**src/design/gaf_pkg.sv**
```systemverilog
package gaf_pkg;
  // apb register byte offsets
  localparam logic [7:0] REG_CTRL = 8'h00;
  localparam logic [7:0] REG_INSTR = 8'h04;
  localparam logic [7:0] REG_RS1 = 8'h08;
  localparam logic [7:0] REG_RS2 = 8'h0C;
  localparam logic [7:0] REG_STATUS = 8'h10;
  localparam logic [7:0] REG_FADDR = 8'h14;
  localparam logic [7:0] REG_FID = 8'h18;
  // ctrl field positions
  localparam int CTRL_PRIV = 0;
  localparam int CTRL_VIRT = 2;
  localparam int CTRL_HU = 3;
  localparam int CTRL_GUEST_ACCESS_PRIV_SEL = 4;
  localparam int CTRL_TVM = 5;
  localparam int CTRL_MXR = 6;
  localparam int CTRL_VSMXR = 7;
  localparam int CTRL_RV32 = 8;
  localparam int CTRL_VMID = 16;
  localparam logic [31:0] CTRL_RST = 32'h0000_0003;
  // privilege levels
  localparam logic [1:0] PRIV_U = 2'h0;
  localparam logic [1:0] PRIV_S = 2'h1;
  localparam logic [1:0] PRIV_M = 2'h3;
  // exception outcome codes
  localparam logic [1:0] EXC_NONE = 2'h0;
  localparam logic [1:0] EXC_ILL = 2'h1;
  localparam logic [1:0] EXC_VIRT = 2'h2;
  // instruction fields
  localparam logic [6:0] OPC_SYSTEM = 7'h73;
  localparam logic [2:0] F3_PRIVM = 3'h4;
  localparam logic [2:0] F3_PRIV = 3'h0;
  localparam logic [6:0] F7_VVMA = 7'h11;
  localparam logic [6:0] F7_GVMA = 7'h31;
  localparam logic [4:0] RS2_SIGNED = 5'h00;
  localparam logic [4:0] RS2_UNS = 5'h01;
  localparam logic [4:0] RS2_EXEC = 5'h03;
  localparam logic [3:0] F7_LS_BASE = 4'h6;
  // access sizes
  localparam logic [1:0] SZ_B = 2'h0;
  localparam logic [1:0] SZ_H = 2'h1;
  localparam logic [1:0] SZ_W = 2'h2;
  localparam logic [1:0] SZ_D = 2'h3;
  localparam int GPA_SHIFT = 2;

  typedef struct packed {
    logic [1:0] exc;
    logic is_load;
    logic is_store;
    logic fence_vs;
    logic fence_g;
    logic [1:0] size;
    logic uns;
    logic exec_perm;
    logic acc_priv;
    logic two_stage;
    logic sum_eff;
    logic mxr_vs;
    logic mxr_g;
    logic pma_rx;
  } gaf_res_t;

  typedef struct packed {
    logic by_addr;
    logic by_id;
    logic [33:0] addr;
    logic [15:0] id;
    logic [15:0] vmid;
  } gaf_fence_t;
endpackage

```
**src/design/gaf_decoder.sv**
```systemverilog
// Summary of operation
// - guest access only M, HS, or U with enable
// - guest access uses virtualized translation
// - privilege select: 0 guest user, 1 guest supervisor
// - always two-stage, user-memory permit ignored
// - host exec-readable both stages, guest copy first
// - all load widths and four store widths
// - rv32: unsigned word, double load/store invalid
// - exec-perm load needs execute, pma needs exec+read
// - exec-perm load faults report as loads
// - rv32 exec-perm unsigned word acts as word
// - virt gives virtual fault, user without enable illegal
// - guest-stage fence only M or HS
// - guest-stage fence orders per current vm id
// - nonzero operands narrow guest-stage fence scope
// - asid bits above implemented width ignored
// - trap-vm bits never trap guest-stage fence
// - g-stage fence: M always, HS when trap-vm zero
// - g-stage fence orders all later translations
// - g-stage operands: address shifted by two, vm id
// - g-stage fence flushes matching id entries
// - vm id bits above implemented width ignored
// - fences: virt virtual, user illegal, hs with trap illegal for g-stage fence only
//
// The APB slave port and the register addresses were chosen for this implementation.
module gaf_decoder #(
  parameter int ASID_LEN = 9,
  parameter int VMID_LEN = 7
) (
  input wire logic clk_sys_i,
  input wire logic rst_i,
  input wire logic psel_i,
  input wire logic penable_i,
  input wire logic pwrite_i,
  input wire logic [7:0] paddr_i,
  input wire logic [31:0] pwdata_i,
  output logic [31:0] prdata_o,
  output logic pready_o,
  output logic pslverr_o,
  output logic issue_o,
  output gaf_pkg::gaf_res_t res_o,
  output gaf_pkg::gaf_fence_t fence_o
);
  logic [31:0] ctrl_ff;
  logic [31:0] instr_ff;
  logic [31:0] rs1_ff;
  logic [31:0] rs2_ff;
  logic [31:0] prdata_ff;
  logic pready_ff;
  logic pslverr_ff;
  logic issue_ff;
  gaf_pkg::gaf_res_t res_ff;
  gaf_pkg::gaf_fence_t fence_ff;
  gaf_pkg::gaf_res_t nxt_res;
  gaf_pkg::gaf_fence_t nxt_fence;
  logic setup;
  logic wr_acc;
  logic [31:0] rd_mux;
  logic rd_ok;

  // known register offset
  function automatic logic mapped(input logic [7:0] a);
    case (a)
      gaf_pkg::REG_CTRL, gaf_pkg::REG_INSTR, gaf_pkg::REG_RS1, gaf_pkg::REG_RS2,
      gaf_pkg::REG_STATUS, gaf_pkg::REG_FADDR, gaf_pkg::REG_FID: mapped = 1'b1;
      default: mapped = 1'b0;
    endcase
  endfunction

  // decode one instruction against the current control state
  function automatic gaf_pkg::gaf_res_t decode(input logic [31:0] ins,
                                              input logic [31:0] c);
    gaf_pkg::gaf_res_t r;
    logic [1:0] pv;
    logic virt;
    logic rv32;
    logic sys;
    logic ls;
    logic ok;
    r = '0;
    pv = c[gaf_pkg::CTRL_PRIV +: 2];
    virt = c[gaf_pkg::CTRL_VIRT];
    rv32 = c[gaf_pkg::CTRL_RV32];
    sys = ins[6:0] == gaf_pkg::OPC_SYSTEM;
    ok = 1'b0;
    // guest load/store group: top four bits fixed, then size and direction
    ls = sys && ins[14:12] == gaf_pkg::F3_PRIVM && ins[31:28] == gaf_pkg::F7_LS_BASE;
    // size field shared by loads and stores
    r.size = ins[27:26];
    if (ls && ins[25]) begin
      // store: rs2 is data, rd must be zero
      r.is_store = 1'b1;
      ok = ins[11:7] == 5'h00 && !(rv32 && r.size == gaf_pkg::SZ_D);
    end else if (ls) begin
      // load: rs2 field picks signed, unsigned or execute-permission form
      r.is_load = 1'b1;
      case (ins[24:20])
        gaf_pkg::RS2_SIGNED: ok = !(rv32 && r.size == gaf_pkg::SZ_D);
        gaf_pkg::RS2_UNS: begin
          r.uns = 1'b1;
          ok = r.size == gaf_pkg::SZ_B || r.size == gaf_pkg::SZ_H ||
               (r.size == gaf_pkg::SZ_W && !rv32);
        end
        gaf_pkg::RS2_EXEC: begin
          r.exec_perm = 1'b1;
          r.uns = !(rv32 && r.size == gaf_pkg::SZ_W);
          ok = r.size == gaf_pkg::SZ_H || r.size == gaf_pkg::SZ_W;
        end
        default: ok = 1'b0;
      endcase
    end else if (sys && ins[14:12] == gaf_pkg::F3_PRIV && ins[11:7] == 5'h00) begin
      // fences: rd must be zero, funct7 picks the stage
      r.fence_vs = ins[31:25] == gaf_pkg::F7_VVMA;
      r.fence_g = ins[31:25] == gaf_pkg::F7_GVMA;
      ok = r.fence_vs || r.fence_g;
    end
    // legality order: undecoded first, then virtualized, then mode checks
    // an undecoded word leaves no attribute set, so nothing downstream acts
    if (!ok) begin
      r = '0;
      r.exc = gaf_pkg::EXC_ILL;
    end else if (virt) begin
      r.exc = gaf_pkg::EXC_VIRT;
    end else if (r.is_load || r.is_store) begin
      if (pv == gaf_pkg::PRIV_U && !c[gaf_pkg::CTRL_HU]) begin
        r.exc = gaf_pkg::EXC_ILL;
      end
    end else if (pv == gaf_pkg::PRIV_U) begin
      r.exc = gaf_pkg::EXC_ILL;
    end else if (r.fence_g && pv == gaf_pkg::PRIV_S && c[gaf_pkg::CTRL_TVM]) begin
      r.exc = gaf_pkg::EXC_ILL;
    end
    // guest access attributes, trap-vm ignored for guest fence
    if (r.is_load || r.is_store) begin
      r.acc_priv = c[gaf_pkg::CTRL_GUEST_ACCESS_PRIV_SEL];
      r.two_stage = 1'b1;
      r.sum_eff = 1'b0;
      r.mxr_g = c[gaf_pkg::CTRL_MXR];
      r.mxr_vs = c[gaf_pkg::CTRL_MXR] | c[gaf_pkg::CTRL_VSMXR];
      r.pma_rx = r.exec_perm;
    end
    decode = r;
  endfunction

  assign setup = psel_i && !penable_i;
  assign wr_acc = psel_i && penable_i && pwrite_i && pready_ff;

  // read data selection
  always_comb begin
    rd_ok = mapped(paddr_i);
    case (paddr_i)
      gaf_pkg::REG_CTRL: rd_mux = ctrl_ff;
      gaf_pkg::REG_INSTR: rd_mux = instr_ff;
      gaf_pkg::REG_RS1: rd_mux = rs1_ff;
      gaf_pkg::REG_RS2: rd_mux = rs2_ff;
      gaf_pkg::REG_STATUS: rd_mux = {16'h0000, res_ff};
      gaf_pkg::REG_FADDR: rd_mux = fence_ff.addr[31:0];
      gaf_pkg::REG_FID: rd_mux = {fence_ff.vmid, fence_ff.id};
      default: rd_mux = 32'h0000_0000;
    endcase
  end

  // apb answer: one wait-free access phase after setup
  always_ff @(posedge clk_sys_i or posedge rst_i) begin
    if (rst_i) begin
      pready_ff <= 1'b0;
      pslverr_ff <= 1'b0;
      prdata_ff <= 32'h0000_0000;
    end else begin
      pready_ff <= setup;
      pslverr_ff <= setup && !rd_ok;
      if (setup && !pwrite_i) begin
        prdata_ff <= rd_mux;
      end
    end
  end

  // software writable registers
  always_ff @(posedge clk_sys_i or posedge rst_i) begin
    if (rst_i) begin
      ctrl_ff <= gaf_pkg::CTRL_RST;
      instr_ff <= 32'h0000_0000;
      rs1_ff <= 32'h0000_0000;
      rs2_ff <= 32'h0000_0000;
    end else if (wr_acc) begin
      case (paddr_i)
        gaf_pkg::REG_CTRL: ctrl_ff <= pwdata_i;
        gaf_pkg::REG_INSTR: instr_ff <= pwdata_i;
        gaf_pkg::REG_RS1: rs1_ff <= pwdata_i;
        gaf_pkg::REG_RS2: rs2_ff <= pwdata_i;
        default: ;
      endcase
    end
  end

  // fence scope from operands
  always_comb begin
    nxt_res = decode(pwdata_i, ctrl_ff);
    nxt_fence = '0;
    nxt_fence.vmid[VMID_LEN-1:0] = ctrl_ff[gaf_pkg::CTRL_VMID +: VMID_LEN];
    if (nxt_res.exc == gaf_pkg::EXC_NONE && nxt_res.fence_vs) begin
      nxt_fence.by_addr = pwdata_i[19:15] != 5'h00;
      nxt_fence.by_id = pwdata_i[24:20] != 5'h00;
      nxt_fence.addr = {2'h0, rs1_ff};
      nxt_fence.id[ASID_LEN-1:0] = rs2_ff[ASID_LEN-1:0];
    end else if (nxt_res.exc == gaf_pkg::EXC_NONE && nxt_res.fence_g) begin
      nxt_fence.by_addr = pwdata_i[19:15] != 5'h00;
      nxt_fence.by_id = pwdata_i[24:20] != 5'h00;
      nxt_fence.addr = {rs1_ff, 2'h0} << 0;
      nxt_fence.id[VMID_LEN-1:0] = rs2_ff[VMID_LEN-1:0];
    end
  end

  // writing the instruction register issues it
  always_ff @(posedge clk_sys_i or posedge rst_i) begin
    if (rst_i) begin
      issue_ff <= 1'b0;
      res_ff <= '0;
      fence_ff <= '0;
    end else begin
      issue_ff <= wr_acc && paddr_i == gaf_pkg::REG_INSTR;
      if (wr_acc && paddr_i == gaf_pkg::REG_INSTR) begin
        res_ff <= nxt_res;
        fence_ff <= nxt_fence;
      end
    end
  end

  assign prdata_o = prdata_ff;
  assign pready_o = pready_ff;
  assign pslverr_o = pslverr_ff;
  assign issue_o = issue_ff;
  assign res_o = res_ff;
  assign fence_o = fence_ff;
endmodule

```
**config.mk**
```make
export PLATFORM = sky130hd
export DESIGN_NAME = gaf_decoder
export DESIGN_NICKNAME = d
export VERILOG_FILES = /design/src/design/gaf_pkg.sv /design/src/design/gaf_decoder.sv
export SDC_FILE = /design/constraint.sdc
export NUM_CORES = 1
export LEC_CHECK = 0
export BUFFER_PORTS_ARGS = -buffer_cell sky130_fd_sc_hd__buf_2
export CAP_MARGIN = 5
export CORE_MARGIN = 1.5
export CORE_UTILIZATION = 50
export DETAILED_ROUTE_END_ITERATION = 6
export MAX_ROUTING_LAYER = met4
export PLACE_DENSITY = 0.81
export SYNTH_ARGS = -nofsm -noshare
export SYNTH_HDL_FRONTEND = slang
export SYNTH_SLANG_ARGS = --single-unit
```
**constraint.sdc**
```tcl
create_clock -name clk_sys_i -period 8.4 [get_ports clk_sys_i]
set_input_delay 1.26 -clock clk_sys_i [delete_from_list [all_inputs] [get_ports clk_sys_i]]
set_output_delay 1.26 -clock clk_sys_i [all_outputs]
set_load 0.03 [all_outputs]
```
==> results of run 1 <==
==> synthesized netlist by cell type, types with 4 or more instances <==
| library cell | n |
|---|---|
| o211ai_1 | 5 |
| ha_1 | 4 |
| a22oi_1 | 8 |
| a31oi_1 | 9 |
| buf_4 | 20 |
| mux2_2 | 94 |
| a222oi_1 | 5 |
| o31ai_1 | 5 |
| and2_1 | 6 |
| nand2_1 | 193 |
| a221oi_1 | 6 |
| dfrtp_1 | 228 |
| nor2b_1 | 8 |
| nor2_1 | 36 |
| mux4_2 | 5 |
| inv_1 | 10 |
| a221o_1 | 4 |
| nand3_1 | 7 |
| o21ai_1 | 30 |
| o21ai_0 | 45 |
| a21oi_1 | 37 |
| clkbuf_1 | 48 |
| buf_1 | 4 |
| a22o_1 | 36 |
| a21o_1 | 8 |
| buf_2 | 7 |
| mux2i_1 | 55 |
| nor3_1 | 8 |
| or2_2 | 11 |
==> cell type report <==
cell class,instances,share of cell area (%)
diodes,1,0.0203
clock buffers,37,6.27
clock inverters,5,0.437
inverters,10,0.366
multi-input cells,678,36.5
flip-flops and latches,230,46.8
well taps,275,2.80
repair buffers,161,6.86
==> path summary, 6_finish.rpt <==
kind                               from           end  cells past startpoint
setup reg to reg               pready_o      res_o[9]                      8
setup / recovery             paddr_i[3]      res_o[9]                      9
hold / removal             instr_ff[29]  instr_ff[29]                      2
hold reg to reg            instr_ff[29]  instr_ff[29]                      2
min in group asynchronous         rst_i   prdata_o[0]                      2
max in group asynchronous         rst_i    fence_o[0]                      3
==> cell families (layout without fill, tap and decap cells) <==
group / count (synthesis) / in the layout / share of synthesized area (%)
flip-flops: 230 / 230 / 54.1
adder cells (fa/ha/maj): 4 / 4 / 0.471
other: 1 / 18 / 0.0353
AO/OA/AOI/OAI: 207 / 207 / 12.7
buffers and inverters: 93 / 213 / 4.29
multiplexers: 154 / 154 / 16.2
AND/OR/NAND/NOR: 296 / 296 / 12.2
==> layer usage <==
metal	wire length (um)	GRT usage (%)
met5	0	-
met4	1190	11.0
met3	2940	5.17
met2	14100	44.1
met1	12000	37.2
==> power breakdown <==
| part | leakage, nW | internal [mW] | total, mW | switching (mW) |
|---|---|---|---|---|
| sequential | 3.17 | 1.12 | 1.13 | 0.00909 |
| combinational | 2.73 | 0.0389 | 0.160 | 0.121 |
| clock | 0.413 | 0.659 | 1.09 | 0.430 |
| total | 6.31 | 1.82 | 2.38 | 0.560 |
==> state kept, by name (all words and copies together) (netlist names), 15 cells and up <==
register / count
rs2_ff: 32
instr_ff: 32
rs1_ff: 32
ctrl_ff: 32
res_o: 15
fence_o: 52
prdata_o: 32
==> worst max-delay path: stages <==
cell and delay [ns]:
buf_2 0.53, or2_2 0.40, nor2_1 0.14, nand2_2 0.09
buf_4 0.66, inv_1 0.50, buf_4 0.39, nand2_1 0.13
o21ai_0 0.08
==> stage by stage <==
step | cell area, um^2 | total power, mW | util [%] | setup slack, ns
3_5_place_dp | 11500 | 1.31 | 54.8 | 4.10
5_1_grt | 12300 | 2.44 | 58.7 | 4.40
3_3_place_gp | 11500 | 1.31 | 54.8 | 4.22
6_report | 12300 | 2.38 | 58.7 | 4.54
4_1_cts | 12300 | 2.39 | 58.7 | 4.62
2_1_floorplan | 10700 | 1.25 | - | 0.839
==> reports/metrics.cfg, run 1 <==
[outcome]
status=finished, final reports clean

[synthesis]
synth_edf_count=0
ys_seq_elements=230
yosys_warnings=0
synth_flop_cell=dfrtp_1
synth_top_area_share_pct=53.7
syn_inst=985
yosysSeqAreaShare_pct=54.1
syn_avg_cell_area_um2=10.8
synth_async_sr_flop_share_pct=100
yosys.area.top_type=dfrtp_1
synth.distinct_cells=54
syn-cell-area_mm2=0.0106
synth_area_leaders=dfrtp_1, mux2_2, nand2_1

[cts]
clock-root-buffer=clkbuf_16
cts_hold_buf=0
clock_path_buffers=3
cts_inserted_buffers=24
path_clk_slew_ns=0.06
cts_resized=0
postCtsSetupRepairBufs=0
clock_sinks=230
cts_tree=built
cts_max_level=1
insertion_delay_ns=0.51

[grt]
grt_antenna_before_repair=1
gr-total-overflow=0
grt_first_pass_wirelength_mm=47.0
grt_pass1_vias=8346
grt_usage_pct=28.4
grt_max_degree=148

[setup_path]
reg2reg_slack_ns=5.60
cp.arrival_ns=4.26
critical_path_required_ns=8.79
crit_type=in2reg
cp-start-kind=primary input
worst-path-max-fanout=77
critPathCaptureType=flip-flop

[floorplan]
ios=164
rows=53
die_area_mm2=0.0222
die_x_um=149
die_h_um=149
start_util_pct=50.7
design.core.area_mm2=0.0210

[sta]
setup_viol=0
period_needed_ns=3.86
hold_viol=0
fmax_ghz=0.259
hold_slack_ns=0.471
slew_headroom_pct=27.9
final.setup_skew_ns=0.0107
fin_setup_tns_ns=0
worstMarginPinSlew_ns=1.08
rsz0062_at_grt=no
drv_slew=0
finalCritPeriodShare_pct=46.0

[final_layout]
multi_input_area_mm2=0.00448
fill_cells=1743
final_nets=1154
area_growth_pct=15.7
stdcell_count=1397
regArea_mm2=0.00576
final_cell_mix=dfrtp_1, nand2_1, buf_2, mux2_2, mux2i_1
final_common_cell=dfrtp_1
drive_gt1_share_pct=28.6

[pwr]
power_density_mw_per_mm2=193
peakVddDrop_mv=0.123
cellLeakagePower_nw=6.31

[hold_path]
hold_path_class=reg2reg

[route]
num_vias=8514
drt_iter0_markers=786
firstDrtPassIters=5
vias_per_cell=6.09
wl_mm=30.3
drcViolationCount=0
detail_route.wl_per_cell_um=21.7
ant_nets=0

[placed_design]
gp_congestion=0.870
dp.cells=1354
io_buffers=146
dp_hpwl_mm=19.9

[run]
drv_cap=0

(Power assumes the default switching activity.)
==> run 2: changes to the inputs <==
- clock period: 8.4 -> 3.7 ns (I/O delays scaled with it)
==> run 2 against run 1 <==
  * Power rose by 120%
  * Non-clock buffer count is 13 higher
  * Critical path type unchanged
  * Combinational power increased by 130%
  * Core utilization rose by 0.22 points
  * Highest routed layer unchanged
  * Die area unchanged
  * Largest power group unchanged
  * Hold slack got worse by 0.47 ns
==> reports/metrics.cfg, run 2 (synthesized netlist as in run 1, its figures left out) <==
[floorplan]
die_area_mm2=0.0222  ; unchanged
die_h_um=149  ; unchanged
rows=53  ; unchanged
design.core.area_mm2=0.0210  ; unchanged
start_util_pct=50.7  ; unchanged
ios=164  ; unchanged
die_x_um=149  ; unchanged

[route]
firstDrtPassIters=6  ; +1
drcViolationCount=0  ; unchanged
ant_nets=0  ; unchanged
vias_per_cell=6.16  ; +1.0%
detail_route.wl_per_cell_um=22.0  ; +1.3%
drt_iter0_markers=979  ; +25%
wl_mm=31.0  ; +2.1%
num_vias=8677  ; +1.9%

[setup_path]
rr_endpoint=fence_o[24]
critPathCaptureType=flip-flop
critical_path_buf_inv_count=1  ; -3
slowest_stage=nor3_1
cp-start-kind=primary input
critical_path_required_ns=4.15  ; -4.64 ns
crit_type=in2reg
slowest_delay_ns=0.75  ; +0.09 ns
worstReg2RegStart=pready_o
reg2reg_slack_ns=1.40  ; -4.20 ns
worst-path-max-fanout=8  ; -90%
cp.arrival_ns=3.18  ; -1.08 ns
crit_chain=buf_2 -> or4b_1 -> nor4_1 -> nand4_1 -> nor3_1 -> a22o_1
reg2reg_depth=5  ; -3
crit_family=simple AND/OR/NAND/NOR gates

[grt]
grt_max_degree=149  ; +0.68%
grt_pass1_vias=8484  ; +1.7%
gr-total-overflow=0  ; unchanged
grt_first_pass_wirelength_mm=48.1  ; +2.4%
grt_usage_pct=29.1  ; +0.78 points
grt_antenna_before_repair=0  ; -1

[final_layout]
multi_input_area_mm2=0.00448  ; unchanged
drive_gt1_share_pct=29.1  ; +0.49 points
largest_register_ffs=52  ; unchanged
regArea_mm2=0.00576  ; unchanged
area_growth_pct=16.1
final_nets=1167  ; +1.1%
final_core_util_pct=58.9  ; +0.22 points
final_common_cell=dfrtp_1
fill_cells=1753  ; +0.57%
stdcell_count=1409  ; +0.86%
final_cell_mix=dfrtp_1, nand2_1, buf_2, mux2_2, mux2i_1

[pwr]
p_sw_share_pct=24.0  ; +0.48 points
power_density_mw_per_mm2=425  ; +120%
pwr-share-clk_pct=43.9  ; -1.9 points
peakVddDrop_mv=0.279  ; +130%
p_comb_share_pct=7.1  ; +0.4 points
seq_power_share_pct=49.0  ; +1.5 points
switchingPower_mw=1.26  ; +120%
p_int_mw=3.99  ; +120%
cellLeakagePower_nw=6.34  ; +0.52%

[hold_path]
hold_path_class=in2async

[placed_design]
io_buffers=146  ; unchanged
dp_hpwl_mm=20.8  ; +4.0%
dp.cells=1367  ; +0.96%
gp_congestion=0.923  ; +6.2%

[sta]
fmax_ghz=0.366
slew_headroom_pct=38.8  ; +11 points
drv_slew=0  ; unchanged
period_needed_ns=2.74
fin_setup_tns_ns=0  ; unchanged
worstMarginPinSlew_ns=0.918  ; -0.163 ns
hold_slack_ns=0.00284  ; -0.468 ns
setup_viol=0  ; unchanged
hold_viol=0  ; unchanged
rsz0062_at_grt=no
finalCritPeriodShare_pct=73.9
final.setup_skew_ns=0.0132  ; +0.00253 ns

[cts]
cts_resized=0  ; unchanged
cts_max_level=1  ; unchanged
cts_hold_buf=0  ; unchanged
clock_path_buffers=3  ; unchanged
cts_inserted_buffers=24  ; unchanged
insertion_delay_ns=0.52  ; about the same
clock-root-buffer=clkbuf_16
cts_tree=built
path_clk_slew_ns=0.06  ; about the same
clock_sinks=230  ; unchanged
postCtsSetupRepairBufs=0  ; unchanged

[run]
drv_cap=0  ; unchanged

[outcome]
status=finished, final reports clean

-- run 2: metal layers --
metal | part of all wire (%) | vias up | track usage (%)
li1 | - | 3706 | -
met2 | 46 | 533 | 44.0
met4 | 3.9 | 0 | 11.2
met1 | 40 | 4344 | 40.0
met3 | 9.7 | 94 | 4.37
met5 | 0 | - | -
-- run 2: worst max path at each step --
stage | from | endpoint | slack, ns | depth (start not counted)
2_1_floorplan | rst_i | ctrl_ff[10] | 0.14 | 1
3_3_place_gp | paddr_i[1] | rs2_ff[7] | 0.69 | 7
6_report | pwdata_i[14] | fence_o[24] | 0.96 | 6
3_5_place_dp | paddr_i[1] | rs2_ff[11] | 0.65 | 7
4_1_cts | pwdata_i[14] | fence_o[23] | 1.04 | 6
5_1_grt | pwdata_i[14] | fence_o[67] | 0.93 | 7
-- run 2: layout make-up --
class	count	share of cell area [%]
antenna	1	0.0203
clock buffer	36	5.89
clock inverter	5	0.203
inverter	10	0.334
multi-input combinational	678	36.3
sequential	230	46.6
tap	275	2.79
timing repair buffer	174	7.82
-- run 2: through the flow --
step | total power [mW] | setup WS, ns | cell area [um^2]
floorplan | 2.85 | 0.139 | 10700
global placement | 2.98 | 0.694 | 11600
detailed placement | 2.98 | 0.645 | 11600
CTS | 5.27 | 1.04 | 12300
global route | 5.42 | 0.929 | 12300
finish | 5.25 | 0.965 | 12300
-- run 2: worst reg2reg max path: stages (launching register included) --
cell,delay (ns)
dfrtp_1,0.34
nand4_1,0.30
nor2_1,0.34
nand4_1,0.24
nor3_1,0.75
a22o_1,0.25
-- run 2: power groups by stage --
| stage | Sequential [mW] | Combinational, mW | Clock [mW] |
|---|---|---|---|
| 6_report | 2.57 | 0.373 | 2.31 |
| 5_1_grt | 2.57 | 0.405 | 2.45 |
| 4_1_cts | 2.57 | 0.371 | 2.33 |
| 3_5_place_dp | 2.61 | 0.369 | 0 |
| 3_3_place_gp | 2.61 | 0.365 | 0 |
| 2_1_floorplan | 2.66 | 0.188 | 0 |
==> run 3: changes to the inputs <==
- clock period: 3.7 -> 2.87 ns (I/O delays scaled with it)
==> run 3 against run 2 <==
  * Clock skew decreased by 0.0031 ns
  * Setup slack got worse by 0.27 ns
  * Count of clock-buffer cells in the layout unchanged
  * Non-clock buffer count increased by 18
  * Routed wire length increased by 1.4%
  * Core utilization increased by 1.1 points
  * Sequential share of layout area decreased by 0.84 points
  * Flip-flop and latch count unchanged
  * Largest power group unchanged
  * Clock power increased by 37%
  * Critical path depth increased by 1
==> reports/metrics.cfg, run 3 (synthesized netlist as in run 1, its figures left out) <==
[outcome]
status=finished, final reports clean

[sta]
hold_viol=0  ; unchanged
final.setup_skew_ns=0.0101  ; -0.00306 ns
period_needed_ns=2.17
worstMarginPinSlew_ns=0.870  ; -0.0480 ns
fin_setup_tns_ns=0  ; unchanged
rsz0062_at_grt=no
setup_viol=0  ; unchanged
slew_headroom_pct=41.9  ; +3.1 points
fmax_ghz=0.460
drv_slew=0  ; unchanged
finalCritPeriodShare_pct=75.8

[placed_design]
gp_congestion=0.911  ; -1.4%
place_area_mm2=0.0118  ; +1.4%
dp_hpwl_mm=21.2  ; +2.0%
io_buffers=146  ; unchanged

[final_layout]
drive_gt1_share_pct=30.1  ; +1.0 points
largest_register_ffs=52  ; unchanged
fill_cells=1682  ; -4.1%
final_nets=1186  ; +1.6%
final_cell_mix=dfrtp_1, nand2_1, buf_2, mux2_2, mux2i_1
area_growth_pct=18.2
fin_area_mm2=0.0126  ; +1.8%
final_common_cell=dfrtp_1

[setup_path]
cp.arrival_ns=2.61  ; -0.57 ns
crit_start=pwdata_i[14]
endpoint=fence_o[54]
worstReg2RegStart=pready_o
worst-path-max-fanout=18  ; +10
critical_path_required_ns=3.30  ; -0.85 ns
cp-start-kind=primary input
rr_endpoint=rs1_ff[10]
reg2reg_slack_ns=0.76  ; -0.64 ns
crit_type=in2reg
reg2reg_depth=5  ; unchanged
critPathCaptureType=flip-flop

[floorplan]
die_x_um=149  ; unchanged
start_util_pct=50.7  ; unchanged
ios=164  ; unchanged
die_h_um=149  ; unchanged
rows=53  ; unchanged
design.core.area_mm2=0.0210  ; unchanged
die_area_mm2=0.0222  ; unchanged

[route]
drt_iter0_markers=869  ; -11%
firstDrtPassIters=5  ; -1
drcViolationCount=0  ; unchanged
wl_mm=31.4  ; +1.4%
num_vias=8734  ; +0.66%
ant_nets=0  ; unchanged
detail_route.wl_per_cell_um=22.0  ; about the same
vias_per_cell=6.12  ; -0.61%

[cts]
cts_tree=built
cts_resized=0  ; unchanged
clock_path_buffers=3  ; unchanged
cts_inserted_buffers=25  ; +4.2%
postCtsSetupRepairBufs=0  ; unchanged
cts_max_level=1  ; unchanged
clock_sinks=230  ; unchanged
clock-root-buffer=clkbuf_16
insertion_delay_ns=0.52  ; about the same
path_clk_slew_ns=0.06  ; about the same

[grt]
grt_first_pass_wirelength_mm=48.5  ; +0.88%
grt_usage_pct=29.3  ; +0.19 points
gr-total-overflow=0  ; unchanged
grt_antenna_before_repair=0  ; unchanged
grt_pass1_vias=8522  ; +0.45%
grt_max_degree=54  ; -64%

[hold_path]
hold_path_class=in2reg

[pwr]
power_density_mw_per_mm2=555  ; +31%
peakVddDrop_mv=0.408  ; +46%
cellLeakagePower_nw=6.46  ; +1.9%

[run]
drv_cap=0  ; unchanged

run 3: changes by cell type in the layout (fill, tap and decap cells not counted):
cell           before  now
buf_4              26   40
dlygate4sd3_1       0    1
clkinv_2            5    3
bufinv_16           0    2
buf_12              2    5
run 3: worst min path at each step:
stage,start,end,slack [ns],cells after the start
after CTS,pwdata_i[18],instr_ff[18],0.17,3
after global routing,pwdata_i[18],instr_ff[18],0.19,3
after detailed placement,instr_ff[24],instr_ff[24],0.45,2
after global placement,instr_ff[29],instr_ff[29],0.44,2
after floorplan,instr_ff[14],instr_ff[14],0.43,2
final,pwdata_i[18],instr_ff[18],0.18,3
run 3: metal layers:
layer  vias to the layer above  GRT usage (%)  routed length [um]
met3                        88           4.89                2920
met2                       537           45.7               14800
met1                      4363           38.8               12600
met5                         -              -                   0
met4                         0           10.8                1070
li1                       3746              -                   -
run 3: layout make-up:
| cell class | instances | area (um^2) | area share (%) |
|---|---|---|---|
| antenna | 1 | 2.50 | 0.0199 |
| clock buffer | 36 | 727 | 5.78 |
| clock inverter | 5 | 75.1 | 0.597 |
| inverter | 10 | 41.3 | 0.328 |
| multi-input combinational | 678 | 4480 | 35.7 |
| sequential | 230 | 5760 | 45.8 |
| tap | 275 | 344 | 2.74 |
| timing repair buffer | 192 | 1140 | 9.08 |
run 3: timing repair:
action,4_1_cts,5_1_grt
endpoints found under the hold margin,19,0
endpoints found under the setup margin,0,0
hold buffers,1,0
run 3: critical path: stages:
cell and delay [ns]:
buf_2 0.18, or4b_1 0.59, nor4_1 0.53, nand4_1 0.19, or2_1 0.28, buf_4 0.22
o21ai_1 0.18
run 3: where the power goes:
group	switching [mW]	total [mW]	internal (mW)
Clock	1.25	3.17	1.92
Combinational	0.363	0.498	0.135
Sequential	0.0307	3.32	3.28
run 3: through the flow:
step	hold slack, ns	setup slack [ns]	power [mW]	util, %	cells
2_1_floorplan	0.433	-0.567	3.67	-	1001
3_3_place_gp	0.445	0.225	3.85	56.1	1384
3_5_place_dp	0.451	0.202	3.86	56.1	1384
4_1_cts	0.175	0.735	6.99	60.0	1426
5_1_grt	0.189	0.613	7.17	60.0	1426
6_report	0.181	0.696	6.98	60.0	1427
